===== src/rtl/icror_pkg.sv =====
// ==========================================================================
// Shared constants and carriers for the clear / override register bank
// ==========================================================================
package icror_pkg;

    // ======================================================================
    // Register indices; byte address is four times the index
    // ======================================================================
    localparam int          ICROR_IDX_W         = 14;
    localparam logic [13:0] ICROR_IDX_DPLL_CLR  = 14'h0a06;
    localparam logic [13:0] ICROR_IDX_HIST_CLR  = 14'h0a07;
    localparam logic [13:0] ICROR_IDX_REFAB_CLR = 14'h0a08;
    localparam logic [13:0] ICROR_IDX_REFCD_CLR = 14'h0a09;
    localparam logic [13:0] ICROR_IDX_PHASE_CTL = 14'h0a0a;
    localparam logic [13:0] ICROR_IDX_VAL_FORCE = 14'h0a0b;
    localparam logic [13:0] ICROR_IDX_FAULT_OVR = 14'h0a0c;
    localparam logic [13:0] ICROR_IDX_MON_BYP   = 14'h0a0d;
    localparam logic [13:0] ICROR_IDX_STEP_LO   = 14'h0312;
    localparam logic [13:0] ICROR_IDX_STEP_HI   = 14'h0313;
    localparam logic [13:0] ICROR_IDX_ACC_LO    = 14'h0314;
    localparam logic [13:0] ICROR_IDX_ACC_HI    = 14'h0315;
    localparam logic [13:0] ICROR_IDX_STAT_BASE = 14'h0d04;
    localparam logic [13:0] ICROR_IDX_EN_BASE   = 14'h0e04;

    // ======================================================================
    // Field positions and valid-bit masks
    // ======================================================================
    localparam int          ICROR_PH_RESET_BIT  = 2;
    localparam int          ICROR_PH_DEC_BIT    = 1;
    localparam int          ICROR_PH_INC_BIT    = 0;
    localparam logic [7:0]  ICROR_DPLL_MASK     = 8'hff;
    localparam logic [7:0]  ICROR_HIST_MASK     = 8'h1f;
    localparam logic [7:0]  ICROR_REF_MASK      = 8'h77;
    localparam logic [31:0] ICROR_EVT_MASK      = 32'h7777_1fff;

    // ======================================================================
    // Reset values and bus answers
    // ======================================================================
    localparam logic [3:0]  ICROR_OVR_RST       = 4'h0;
    localparam logic [3:0]  ICROR_BYP_RST       = 4'h0;
    localparam logic [15:0] ICROR_STEP_RST      = 16'h0000;
    localparam logic [15:0] ICROR_ACC_RST       = 16'h0000;
    localparam logic [31:0] ICROR_EN_RST        = 32'h0000_0000;
    localparam logic [1:0]  ICROR_RESP_OKAY     = 2'h0;
    localparam logic [1:0]  ICROR_RESP_SLVERR   = 2'h2;

    // ======================================================================
    // Event carrier, one byte per clear register
    // ======================================================================
    typedef struct packed {
        logic [7:0] ref_cd;
        logic [7:0] ref_ab;
        logic [7:0] hist;
        logic [7:0] dpll;
    } icror_evt_t;

    typedef struct packed {
        logic [31:0] status;
        logic        irq;
    } icror_bank_st_t;

    typedef struct packed {
        logic        awready;
        logic        wready;
        logic        bvalid;
        logic [1:0]  bresp;
        logic        aw_got;
        logic        w_got;
        logic [13:0] wr_idx;
        logic [7:0]  wbyte;
        logic        wlane;
        logic        arready;
        logic        rvalid;
        logic [1:0]  rresp;
        logic [31:0] rdata;
        logic [31:0] clr;
        logic [31:0] enable;
        logic [15:0] step;
        logic [15:0] phase_offset;
        logic [3:0]  force_valid;
        logic [3:0]  fault_ovr;
        logic [3:0]  mon_byp;
    } icror_top_st_t;

endpackage


===== src/rtl/icror_evt_bank.sv =====
`timescale 1ns/100ps
// ==========================================================================
// Sticky interrupt monitor flags with enable gating
// ==========================================================================
module icror_evt_bank import icror_pkg::*; (
    input  wire logic        aclk,
    input  wire logic        aresetn,
    input  wire icror_evt_t  evt_set,
    input  wire logic [31:0] evt_clr,
    input  wire logic [31:0] evt_enable,
    output logic      [31:0] evt_status,
    output logic             irq
);

    icror_bank_st_t s_q;
    icror_bank_st_t s_d;
    logic [31:0]    st_next;

    // ======================================================================
    // Per-flag next value
    // ======================================================================
    for (genvar i = 0; i < 32; i++) begin : g_flag
        // set wins
        // Set beats a same-cycle clear so no event is ever lost
        assign st_next[i] = ((s_q.status[i] & ~evt_clr[i]) | evt_set[i]) & ICROR_EVT_MASK[i];
    end

    // Irq follows next status so it lines up with the flags
    always_comb begin
        s_d        = s_q;
        s_d.status = st_next;
        s_d.irq    = |(st_next & evt_enable);
    end

    always_ff @(posedge aclk) begin
        if (!aresetn) begin
            s_q <= '0;
        end else begin
            s_q <= s_d;
        end
    end

    assign evt_status = s_q.status;
    assign irq        = s_q.irq;
endmodule // icror_evt_bank


===== src/rtl/icror_top.sv =====
// The AXI4-Lite interface to the registers was chosen for this implementation.
`timescale 1ns/100ps
// Behaviour
// - Index 0xa06 bits 7..0 clear the eight digital PLL event flags.
// - Index 0xa07 bit 4 clears history-updated flag; bits 7..5 reserved.
// - Index 0xa07 bits 3 and 2 clear frequency unclamped and clamped flags.
// - Index 0xa07 bits 1 and 0 clear phase slew unlimited and limited flags.
// - Index 0xa08 clears reference A and B events; bits 7, 3 reserved.
// - Index 0xa09 clears reference C and D events; bits 7, 3 reserved.
// - Index 0xa0a bit 2 zeroes the incremental phase offset.
// - Index 0xa0a bit 1 subtracts the programmed step from the offset.
// - Index 0xa0a bit 0 adds the programmed step to the offset.
// - Phase strobes self-clear, acting once per write; bit 2 overrides bits 1 and 0.
// - Index 0xa0b bit n forces reference n validation timer expiry, self-clearing.
// - Forced expiry lets the reference become valid at once.
// - Index 0xa0c bits 3..0 override each monitor fault output, reset 0.
// - Index 0xa0d bits 3..0 bypass each reference monitor, reset 0.
// - A written clear bit resets its monitor flag, dropping its request.
// - Clear bits self-clear after acting.
module icror_top import icror_pkg::*; #(
    parameter int ADDR_W = 16
) (
    input  wire logic              aclk,
    input  wire logic              aresetn,
    input  wire logic [ADDR_W-1:0] s_axi_awaddr,
    input  wire logic              s_axi_awvalid,
    output logic                   s_axi_awready,
    input  wire logic [31:0]       s_axi_wdata,
    input  wire logic [3:0]        s_axi_wstrb,
    input  wire logic              s_axi_wvalid,
    output logic                   s_axi_wready,
    output logic [1:0]             s_axi_bresp,
    output logic                   s_axi_bvalid,
    input  wire logic              s_axi_bready,
    input  wire logic [ADDR_W-1:0] s_axi_araddr,
    input  wire logic              s_axi_arvalid,
    output logic                   s_axi_arready,
    output logic [31:0]            s_axi_rdata,
    output logic [1:0]             s_axi_rresp,
    output logic                   s_axi_rvalid,
    input  wire logic              s_axi_rready,
    input  wire icror_evt_t        evt_set,
    output logic [31:0]            evt_status,
    output logic                   irq,
    output logic [15:0]            phase_offset,
    output logic [3:0]             validation_force,
    output logic [3:0]             ref_fault_override,
    output logic [3:0]             ref_monitor_bypass
);

    localparam icror_top_st_t ICROR_TOP_RST = '{
        awready      : 1'b1,
        wready       : 1'b1,
        arready      : 1'b1,
        bresp        : ICROR_RESP_OKAY,
        rresp        : ICROR_RESP_OKAY,
        enable       : ICROR_EN_RST,
        step         : ICROR_STEP_RST,
        phase_offset : ICROR_ACC_RST,
        fault_ovr    : ICROR_OVR_RST,
        mon_byp      : ICROR_BYP_RST,
        default      : '0
    };

    icror_top_st_t      s_q;
    icror_top_st_t      s_d;
    logic               commit;
    logic [13:0]        rd_idx;
    logic [4:0]         lane_sh;
    logic [31:0]        status;

    // Write commits once address and data are both held
    assign commit  = s_q.aw_got && s_q.w_got && !s_q.bvalid;
    assign rd_idx  = s_axi_araddr[ICROR_IDX_W+1:2];
    assign lane_sh = 5'({s_q.wr_idx[1:0], 3'b000});

    // ======================================================================
    // Sticky flags and interrupt
    // ======================================================================
    icror_evt_bank u_bank (
        .aclk       (aclk),
        .aresetn    (aresetn),
        .evt_set    (evt_set),
        .evt_clr    (s_q.clr),
        .evt_enable (s_q.enable),
        .evt_status (status),
        .irq        (irq)
    );

    // ======================================================================
    // Next-state logic: bus slave, strobes and control bits
    // ======================================================================
    always_comb begin
        logic [4:0] rd_sh;
        rd_sh = 5'({rd_idx[1:0], 3'b000});
        s_d   = s_q;
        // one-shot strobes
        // Strobes live one cycle; nothing stores them, so no write-back needed
        s_d.force_valid = '0;
        s_d.clr = '0;

        // Write address channel
        if (s_axi_awvalid && s_q.awready) begin
            s_d.aw_got  = 1'b1;
            s_d.awready = 1'b0;
            s_d.wr_idx  = s_axi_awaddr[ICROR_IDX_W+1:2];
        end
        // Write data channel; only lane 0 carries register bits
        if (s_axi_wvalid && s_q.wready) begin
            s_d.w_got  = 1'b1;
            s_d.wready = 1'b0;
            s_d.wbyte  = s_axi_wdata[7:0];
            s_d.wlane  = s_axi_wstrb[0];
        end

        if (commit) begin
            s_d.aw_got = 1'b0;
            s_d.w_got  = 1'b0;
            s_d.bvalid = 1'b1;
            s_d.bresp  = ICROR_RESP_OKAY;
            if (s_q.wr_idx[13:2] == ICROR_IDX_EN_BASE[13:2]) begin
                if (s_q.wlane) begin
                    s_d.enable[lane_sh +: 8] = s_q.wbyte & ICROR_EVT_MASK[lane_sh +: 8];
                end
            end else if (s_q.wr_idx[13:2] == ICROR_IDX_STAT_BASE[13:2]) begin
                // Status is read-only; writes are accepted and dropped
            end else begin
                case (s_q.wr_idx)
                    ICROR_IDX_DPLL_CLR: begin
                        if (s_q.wlane) s_d.clr[7:0] = s_q.wbyte & ICROR_DPLL_MASK;
                    end
                    // history, clamp and slew clears
                    // Reserved bits 7..5 are masked off here
                    ICROR_IDX_HIST_CLR: begin
                        if (s_q.wlane) s_d.clr[15:8] = s_q.wbyte & ICROR_HIST_MASK;
                    end
                    ICROR_IDX_REFAB_CLR: begin
                        if (s_q.wlane) s_d.clr[23:16] = s_q.wbyte & ICROR_REF_MASK;
                    end
                    ICROR_IDX_REFCD_CLR: begin
                        if (s_q.wlane) s_d.clr[31:24] = s_q.wbyte & ICROR_REF_MASK;
                    end
                    // reset beats step
                    // Inc and dec together cancel; reset wins over both
                    ICROR_IDX_PHASE_CTL: begin
                        if (s_q.wlane) begin
                            if (s_q.wbyte[ICROR_PH_RESET_BIT]) begin
                                s_d.phase_offset = '0;
                            end else begin
                                s_d.phase_offset = s_q.phase_offset
                                    + (s_q.wbyte[ICROR_PH_INC_BIT] ? s_q.step : 16'h0000)
                                    - (s_q.wbyte[ICROR_PH_DEC_BIT] ? s_q.step : 16'h0000);
                            end
                        end
                    end
                    ICROR_IDX_VAL_FORCE: begin
                        if (s_q.wlane) s_d.force_valid = s_q.wbyte[3:0];
                    end
                    ICROR_IDX_FAULT_OVR: begin
                        if (s_q.wlane) s_d.fault_ovr = s_q.wbyte[3:0];
                    end
                    ICROR_IDX_MON_BYP: begin
                        if (s_q.wlane) s_d.mon_byp = s_q.wbyte[3:0];
                    end
                    ICROR_IDX_STEP_LO: begin
                        if (s_q.wlane) s_d.step[7:0] = s_q.wbyte;
                    end
                    ICROR_IDX_STEP_HI: begin
                        if (s_q.wlane) s_d.step[15:8] = s_q.wbyte;
                    end
                    ICROR_IDX_ACC_LO, ICROR_IDX_ACC_HI: begin
                        // Accumulator moves only through the strobes
                    end
                    default: begin
                        s_d.bresp = ICROR_RESP_SLVERR;
                    end
                endcase
            end
        end

        // Response accepted: reopen both write channels
        if (s_q.bvalid && s_axi_bready) begin
            s_d.bvalid  = 1'b0;
            s_d.awready = 1'b1;
            s_d.wready  = 1'b1;
        end

        // Read channel: data answered at the edge that takes the address
        if (s_axi_arvalid && s_q.arready) begin
            s_d.arready = 1'b0;
            s_d.rvalid  = 1'b1;
            s_d.rresp   = ICROR_RESP_OKAY;
            s_d.rdata   = '0;
            if (rd_idx[13:2] == ICROR_IDX_STAT_BASE[13:2]) begin
                s_d.rdata[7:0] = status[rd_sh +: 8];
            end else if (rd_idx[13:2] == ICROR_IDX_EN_BASE[13:2]) begin
                s_d.rdata[7:0] = s_q.enable[rd_sh +: 8];
            end else begin
                case (rd_idx)
                    ICROR_IDX_FAULT_OVR: s_d.rdata[3:0] = s_q.fault_ovr;
                    ICROR_IDX_MON_BYP:   s_d.rdata[3:0] = s_q.mon_byp;
                    ICROR_IDX_STEP_LO:   s_d.rdata[7:0] = s_q.step[7:0];
                    ICROR_IDX_STEP_HI:   s_d.rdata[7:0] = s_q.step[15:8];
                    ICROR_IDX_ACC_LO:    s_d.rdata[7:0] = s_q.phase_offset[7:0];
                    ICROR_IDX_ACC_HI:    s_d.rdata[7:0] = s_q.phase_offset[15:8];
                    // Write-only action registers read as zero
                    ICROR_IDX_DPLL_CLR, ICROR_IDX_HIST_CLR, ICROR_IDX_REFAB_CLR,
                    ICROR_IDX_REFCD_CLR, ICROR_IDX_PHASE_CTL,
                    ICROR_IDX_VAL_FORCE: s_d.rdata = '0;
                    default:             s_d.rresp = ICROR_RESP_SLVERR;
                endcase
            end
        end
        if (s_q.rvalid && s_axi_rready) begin
            s_d.rvalid  = 1'b0;
            s_d.arready = 1'b1;
        end
    end

    // ======================================================================
    // State register
    // ======================================================================
    always_ff @(posedge aclk) begin
        if (!aresetn) begin
            s_q <= ICROR_TOP_RST;
        end else begin
            s_q <= s_d;
        end
    end

    // All outputs straight from state registers; evt_status and irq come from the bank's
    assign s_axi_awready      = s_q.awready;
    assign s_axi_wready       = s_q.wready;
    assign s_axi_bvalid       = s_q.bvalid;
    assign s_axi_bresp        = s_q.bresp;
    assign s_axi_arready      = s_q.arready;
    assign s_axi_rvalid       = s_q.rvalid;
    assign s_axi_rdata        = s_q.rdata;
    assign s_axi_rresp        = s_q.rresp;
    assign evt_status         = status;
    assign phase_offset       = s_q.phase_offset;
    assign validation_force   = s_q.force_valid;
    assign ref_fault_override = s_q.fault_ovr;
    assign ref_monitor_bypass = s_q.mon_byp;

    logic wr_phase;
    assign wr_phase = commit && s_q.wlane && (s_q.wr_idx == ICROR_IDX_PHASE_CTL);
endmodule // icror_top


===== config.mk =====
export PLATFORM = sky130hd
export DESIGN_NAME = icror_top
export DESIGN_NICKNAME = d
export VERILOG_FILES = /design/src/rtl/icror_pkg.sv /design/src/rtl/icror_evt_bank.sv /design/src/rtl/icror_top.sv
export SDC_FILE = /design/constraint.sdc
export NUM_CORES = 1
export LEC_CHECK = 0
export ABC_AREA = 1
export BUFFER_PORTS_ARGS = -buffer_cell sky130_fd_sc_hd__buf_2
export CAP_MARGIN = 20
export CORE_ASPECT_RATIO = 1.4
export CORE_MARGIN = 2
export CORE_UTILIZATION = 57
export CTS_BUF_LIST = sky130_fd_sc_hd__clkbuf_4
export DETAILED_ROUTE_END_ITERATION = 7
export GPL_TIMING_DRIVEN = 0
export PLACE_DENSITY_LB_ADDON = 0.3
export SLEW_MARGIN = 10
export SYNTH_ARGS = -nofsm -noshare
export SYNTH_HDL_FRONTEND = slang
export SYNTH_HIERARCHICAL = 1
export SYNTH_SLANG_ARGS = --single-unit

===== constraint.sdc =====
create_clock -name aclk -period 3.5 [get_ports aclk]
set_input_delay 0.175 -clock aclk [delete_from_list [all_inputs] [get_ports aclk]]
set_output_delay 0.175 -clock aclk [all_outputs]
set_load 0.02 [all_outputs]

Word-level counts from Yosys, hierarchy flattened
Index checks and enable logic that the tools add are counted.

cells by class
  shifts and indexed selects = 5
  bitwise gates (word level) = 87
  reduce and logical (&&, ||, !) cells = 25
  equal/unequal tests = 28
  multiplexer cells = 15
  add/sub/neg operators = 3

operators with widths
  kind                                                                         count
  14-bit by 12-bit == test with 1-bit output, second input constant            16
  14-bit by 10-bit == test with 1-bit output, second input constant            8
  32-bit by 6-bit indexed part select with 8-bit output                        2
  26-bit 2-to-1 mux                                                            2
  12-bit by 10-bit == test with 1-bit output, second input constant            4
  16-bit 2-to-1 mux                                                            3
  1-bit inverter                                                               35
  31-bit by 32-bit AND with 32-bit output                                      1
  32-bit bitwise mux                                                           1
  32-bit OR reduction                                                          1
  8-bit by 7-bit variable shift with 32-bit output, first input constant       1
  32-bit by 6-bit indexed part select with 8-bit output, first input constant  1
  8-bit by 7-bit indexed part select with 32-bit output                        1
  1-bit AND                                                                    25
  1-bit OR                                                                     25
  5-bit AND reduction                                                          5
  4-bit case mux with 6 select lines                                           1
  12-bit OR reduction                                                          2
  6-bit OR reduction                                                           3
  16-bit adder                                                                 1
  8-bit 2-to-1 mux                                                             2
  4-bit case mux with 4 select lines                                           1
  16-bit subtractor                                                            1
  5-bit OR reduction                                                           2
  other kinds (8)                                                              19

word-level totals
  output and inout bits = 102
  bits of input ports = 107
  word-level logic and storage cells = 190
  register bits after elaboration = 202

Logic depth before layout (Yosys ltp)
  depth in word-level cells = 5
  depth in mapped cells = 17
  mapped depth without buffers = 15

Modules after synthesis
The synthesis kept the hierarchy.

by module, submodules not included
  module          seq. area each (um^2)  area an instance (um^2)  cells each  times used
  icror_top       2822.7                 8619.5                   1278        1
  icror_evt_bank  520.5                  1280.0                   209         1

Worst setup path before layout
OpenSTA, ideal clock, no wires.

  path kind = register to register
  start = reg s_q[145] (netlist bit)
  end = reg s_q, in the netlist phase_offset[8]
  setup slack = 802 ps
  data required time = 3368 ps
  path buffers = 2
  data arrival time = 2566 ps
  setup time = 132 ps
  cell stages (with the launch flop) = 15
  clock period less this slack = 2698 ps
  path through = dfxtp_1 clkbuf_1 clkbuf_1 nand2_1 ha_1 inv_1 ha_1 fa_1 nand3_1 nand3_1 nand2_1 nand2_1 or2_2 nand3_1 a21oi_1

on the way
  word-level cells in the longest chain between the ends = 4

ends and longest elaborated chain
  what                    line              text
  start, declared         icror_top.sv:65   icror_top_st_t s_q;
  start signal, assigned  icror_top.sv:225  s_q <= ICROR_TOP_RST;
  start signal, assigned  icror_top.sv:227  s_q <= s_d;
  16-bit 2-to-1 mux       icror_top.sv:151  + (s_q.wbyte[ICROR_PH_INC_BIT] ? s_q.step : 16'h0000)
  16-bit adder            icror_top.sv:151
  16-bit subtractor       icror_top.sv:152  - (s_q.wbyte[ICROR_PH_DEC_BIT] ? s_q.step : 16'h0000);
  16-bit 2-to-1 mux       icror_top.sv:147  if (s_q.wbyte[ICROR_PH_RESET_BIT]) begin

Every way passes these cells.
A chain may end at the register's enable or synchronous reset.

Final worst setup path
Same ends and word-level chain as after synthesis.

==> impl_metrics.ini <==
[critical_path]
path_class = flip-flop to flip-flop
worstPathArrival_ps = 3800
path_delay_family = adder cells
crit_path_end_kind = flip-flop
critPathMaxFanout = 10
crit_path_start_kind = flip-flop
required_ps = 3980
critPathBufInv = 3
reg2reg_slack_ps = 180
path_cells = clkbuf_1 > clkbuf_2 > nand2_1 > ha_1 > inv_1 > ha_1 > fa_1 > nand3_1 > nand3_1 > nand2_1 > nand2_1 > or2_2 > nand3_1 > a21oi_1
critPathSlowestCell = fa_1
crit_path_max_incr_delay_ps = 520

[die]
die_height_um = 159.9
die-width_um = 115.4
start_util_pct = 57.60
dieArea_um2 = 18450
rows = 57
core-area_um2 = 17190
pin_count = 209

[power_and_ir_drop]
ir_drop_v = 0.0003034
powerDensity_nw_per_um2 = 321.3
power.leakage_nw = 5.855
power_w = 0.003812

[status]
status = completed

[synthesis]
yosys.area_share.simple_pct = 31.14
synth_edf_count = 0
synthFlopType = dfxtp_1
synthTopCellsByArea = dfxtp_1, nand2_1, inv_1
synth_seq_area_share_pct = 33.77
synth_top_area_share_pct = 33.77
yosysMostFrequentCell = nand2_1
async_flop_share_pct = 0
synth_mux_area_share_pct = 0
ys_warn_count = 6
synth_cell_types = 43
synth_top_area_cell = dfxtp_1
syn_inst = 1487
yosys.area_share.adder_pct = 5.688
synthTopCellsByCount = nand2_1, inv_1, dfxtp_1
synth_compound_area_share_pct = 12.23
synth_top_family_by_area = simple AND/OR/NAND/NOR gates
synth_xor_area_share_pct = 0.7078
syn-cell-area_um2 = 9899
postSynthAreaPerCell_um2 = 6.657
ys_ff_latch = 167

[global_routing]
grt_pass1_vias = 10050
track_usage_pct = 35.72
antenna_found_initial = 3
overflow = 0
grt_pass1_wl_mm = 50.53
grt_start_max_net_pins = 20

[cts]
cts-root-buf = clkbuf_4
cts-buffers-inserted = 17
clk_path_buf_depth = 2
cts_tree = done
clkLatencyLatePin_ps = 610
cts_sinks = 167
cts.clk_slew.worst_paths_ps = 170
htreeDepth = 4

[drt]
drt_iter0_drc = 743
vias = 10400
first_pass_iters = 8
antenna_left = 0
drt-total-wl_mm = 32.70
route.detailed.drc = 0
wl_per_cell_um = 16.51
via_per_inst = 5.250

[finish]
syn2layout_area_growth_pct = 19.87
layout.nets = 1872
fillers = 1570
fin_util_pct = 69.04
drive_gt1_share_pct = 18.60

[sta]
period_share_pct = 95.00
worstMarginPinSlew_ps = 725.4
finClkSkew_ps = 36.09
rsz0062_at_grt = false
clock.fmax_mhz = 300.8
setup_viol = 0
hold_violations = 0
slew_violations = 0
period_needed_ps = 3325
relSlewSlack_pct = 51.46

[place]
io_buffers = 136
place.gp.congestion = 0.9630
dp_hpwl_mm = 25.08

[job]
drv_cap = 0

[hold_path]
hp-class = primary input to flip-flop
logic make-up after synthesis:
| kind of cell | count (synthesis) |
|---|---|
| other cells | 2 |
| flops | 167 |
| xor+xnor | 8 |
| fa+ha+maj | 36 |
| buf+inv | 349 |
| simple gates | 698 |
| compound gates | 227 |
final cells by class:
cell class	instances	area, um2	area share [%]
diodes	3	7.507	0.06326
repair buffers	193	1251	10.54
well taps	236	295.3	2.488
multi-input cells	1002	5051	42.57
clock inverters	15	168.9	1.423
plain buffers	110	725.7	6.116
inverters	238	895.9	7.550
flip-flops and latches	167	3343	28.17
clock buffers	17	127.6	1.075
worst register-to-register path, cell delays in order, from the launching register on:
cell	delay, ps
dfxtp_1	340
clkbuf_1	310
clkbuf_2	390
nand2_1	120
ha_1	300
inv_1	40
ha_1	240
fa_1	520
nand3_1	120
nand3_1	200
nand2_1	120
nand2_1	70
or2_2	270
nand3_1	120
a21oi_1	70
path summary, 6_finish.rpt:
path / from / to / cells after the start
setup / recovery: s_q[145] / phase_offset[8] / 14
hold / removal: s_axi_araddr[10] / s_axi_rdata[7] / 6
setup reg to reg: s_q[145] / phase_offset[8] / 14
hold reg to reg: s_q[59] / s_q[59] / 2
layer usage:
| layer | routed length, um | vias to the layer above | global-route usage, % |
|---|---|---|---|
| li1 | - | 5048 | - |
| met3 | 1709 | 173 | 5.161 |
| met4 | 2800 | 0 | 26.94 |
| met5 | 0 | - | 0 |
| met2 | 16740 | 475 | 63.61 |
| met1 | 11450 | 4705 | 36.81 |
stage by stage:
| stage | setup slack (ps) | instances | TNS [ps] | cell area [um2] | hold slack, ps |
|---|---|---|---|---|---|
| 4_1_cts | 179.9 | 1979 | 0 | 11860 | 45.60 |
| 3_5_place_dp | -59.03 | 1890 | -84.95 | 10990 | 419.9 |
| 3_3_place_gp | -24.90 | 1890 | -24.90 | 10990 | 413.9 |
| 5_1_grt | 1.570 | 1981 | 0 | 11870 | 78.32 |
| 2_1_floorplan | 802.0 | 1518 | 0 | 10020 | 290.7 |
| 6_report | 175.1 | 1981 | 0 | 11870 | 64.35 |
report_power, final:
group / leakage, nW / switching [W] / internal, W
Clock: 0.153 / 0.000846 / 0.000333
Combinational: 4.34 / 0.000398 / 0.000214
Sequential: 1.36 / 0.0000587 / 0.00196
Total: 5.86 / 0.00130 / 0.00251
placed cells by master (no fill, tap or decap), types with 9 or more instances in the layout:
cell           netlist  routed
nand2_1            359     359
inv_1              226     226
dfxtp_1            167     167
buf_2               10     146
nor2_1             136     136
a21oi_1            130     130
nand3_1            101     101
o21ai_0             75      75
buf_4               73      73
dlygate4sd3_1        0      57
conb_1               2      33
clkbuf_1            25      21
ha_1                21      21
nor2_2              19      19
nor3_1              18      18
nand4_1             18      18
clkbuf_4             0      17
fa_1                15      15
nand2_2             11      11
nor2_4               9       9
state kept, by name, summed over array words and instances, names as in the netlist:
signal              count
s_q                    96
s_axi_rresp             1
lane_sh                 2
s_axi_bvalid            1
s_axi_rvalid            1
s_axi_awready           1
u_bank/evt_status      25
ref_fault_override      4
s_axi_wready            1
s_axi_bresp             1
ref_monitor_bypass      4
phase_offset           16
s_axi_rdata             8
validation_force        4
u_bank/irq              1
s_axi_arready           1
repair_timing:
action,4_1_cts,5_1_grt
endpoints found under the setup margin,2,3
gates cloned,0,0
resized for setup,2,2
buffers inserted,0,0
endpoints found under the hold margin,55,0
hold buffers,57,0
No activity file was read; power rests on OpenSTA's default activity.
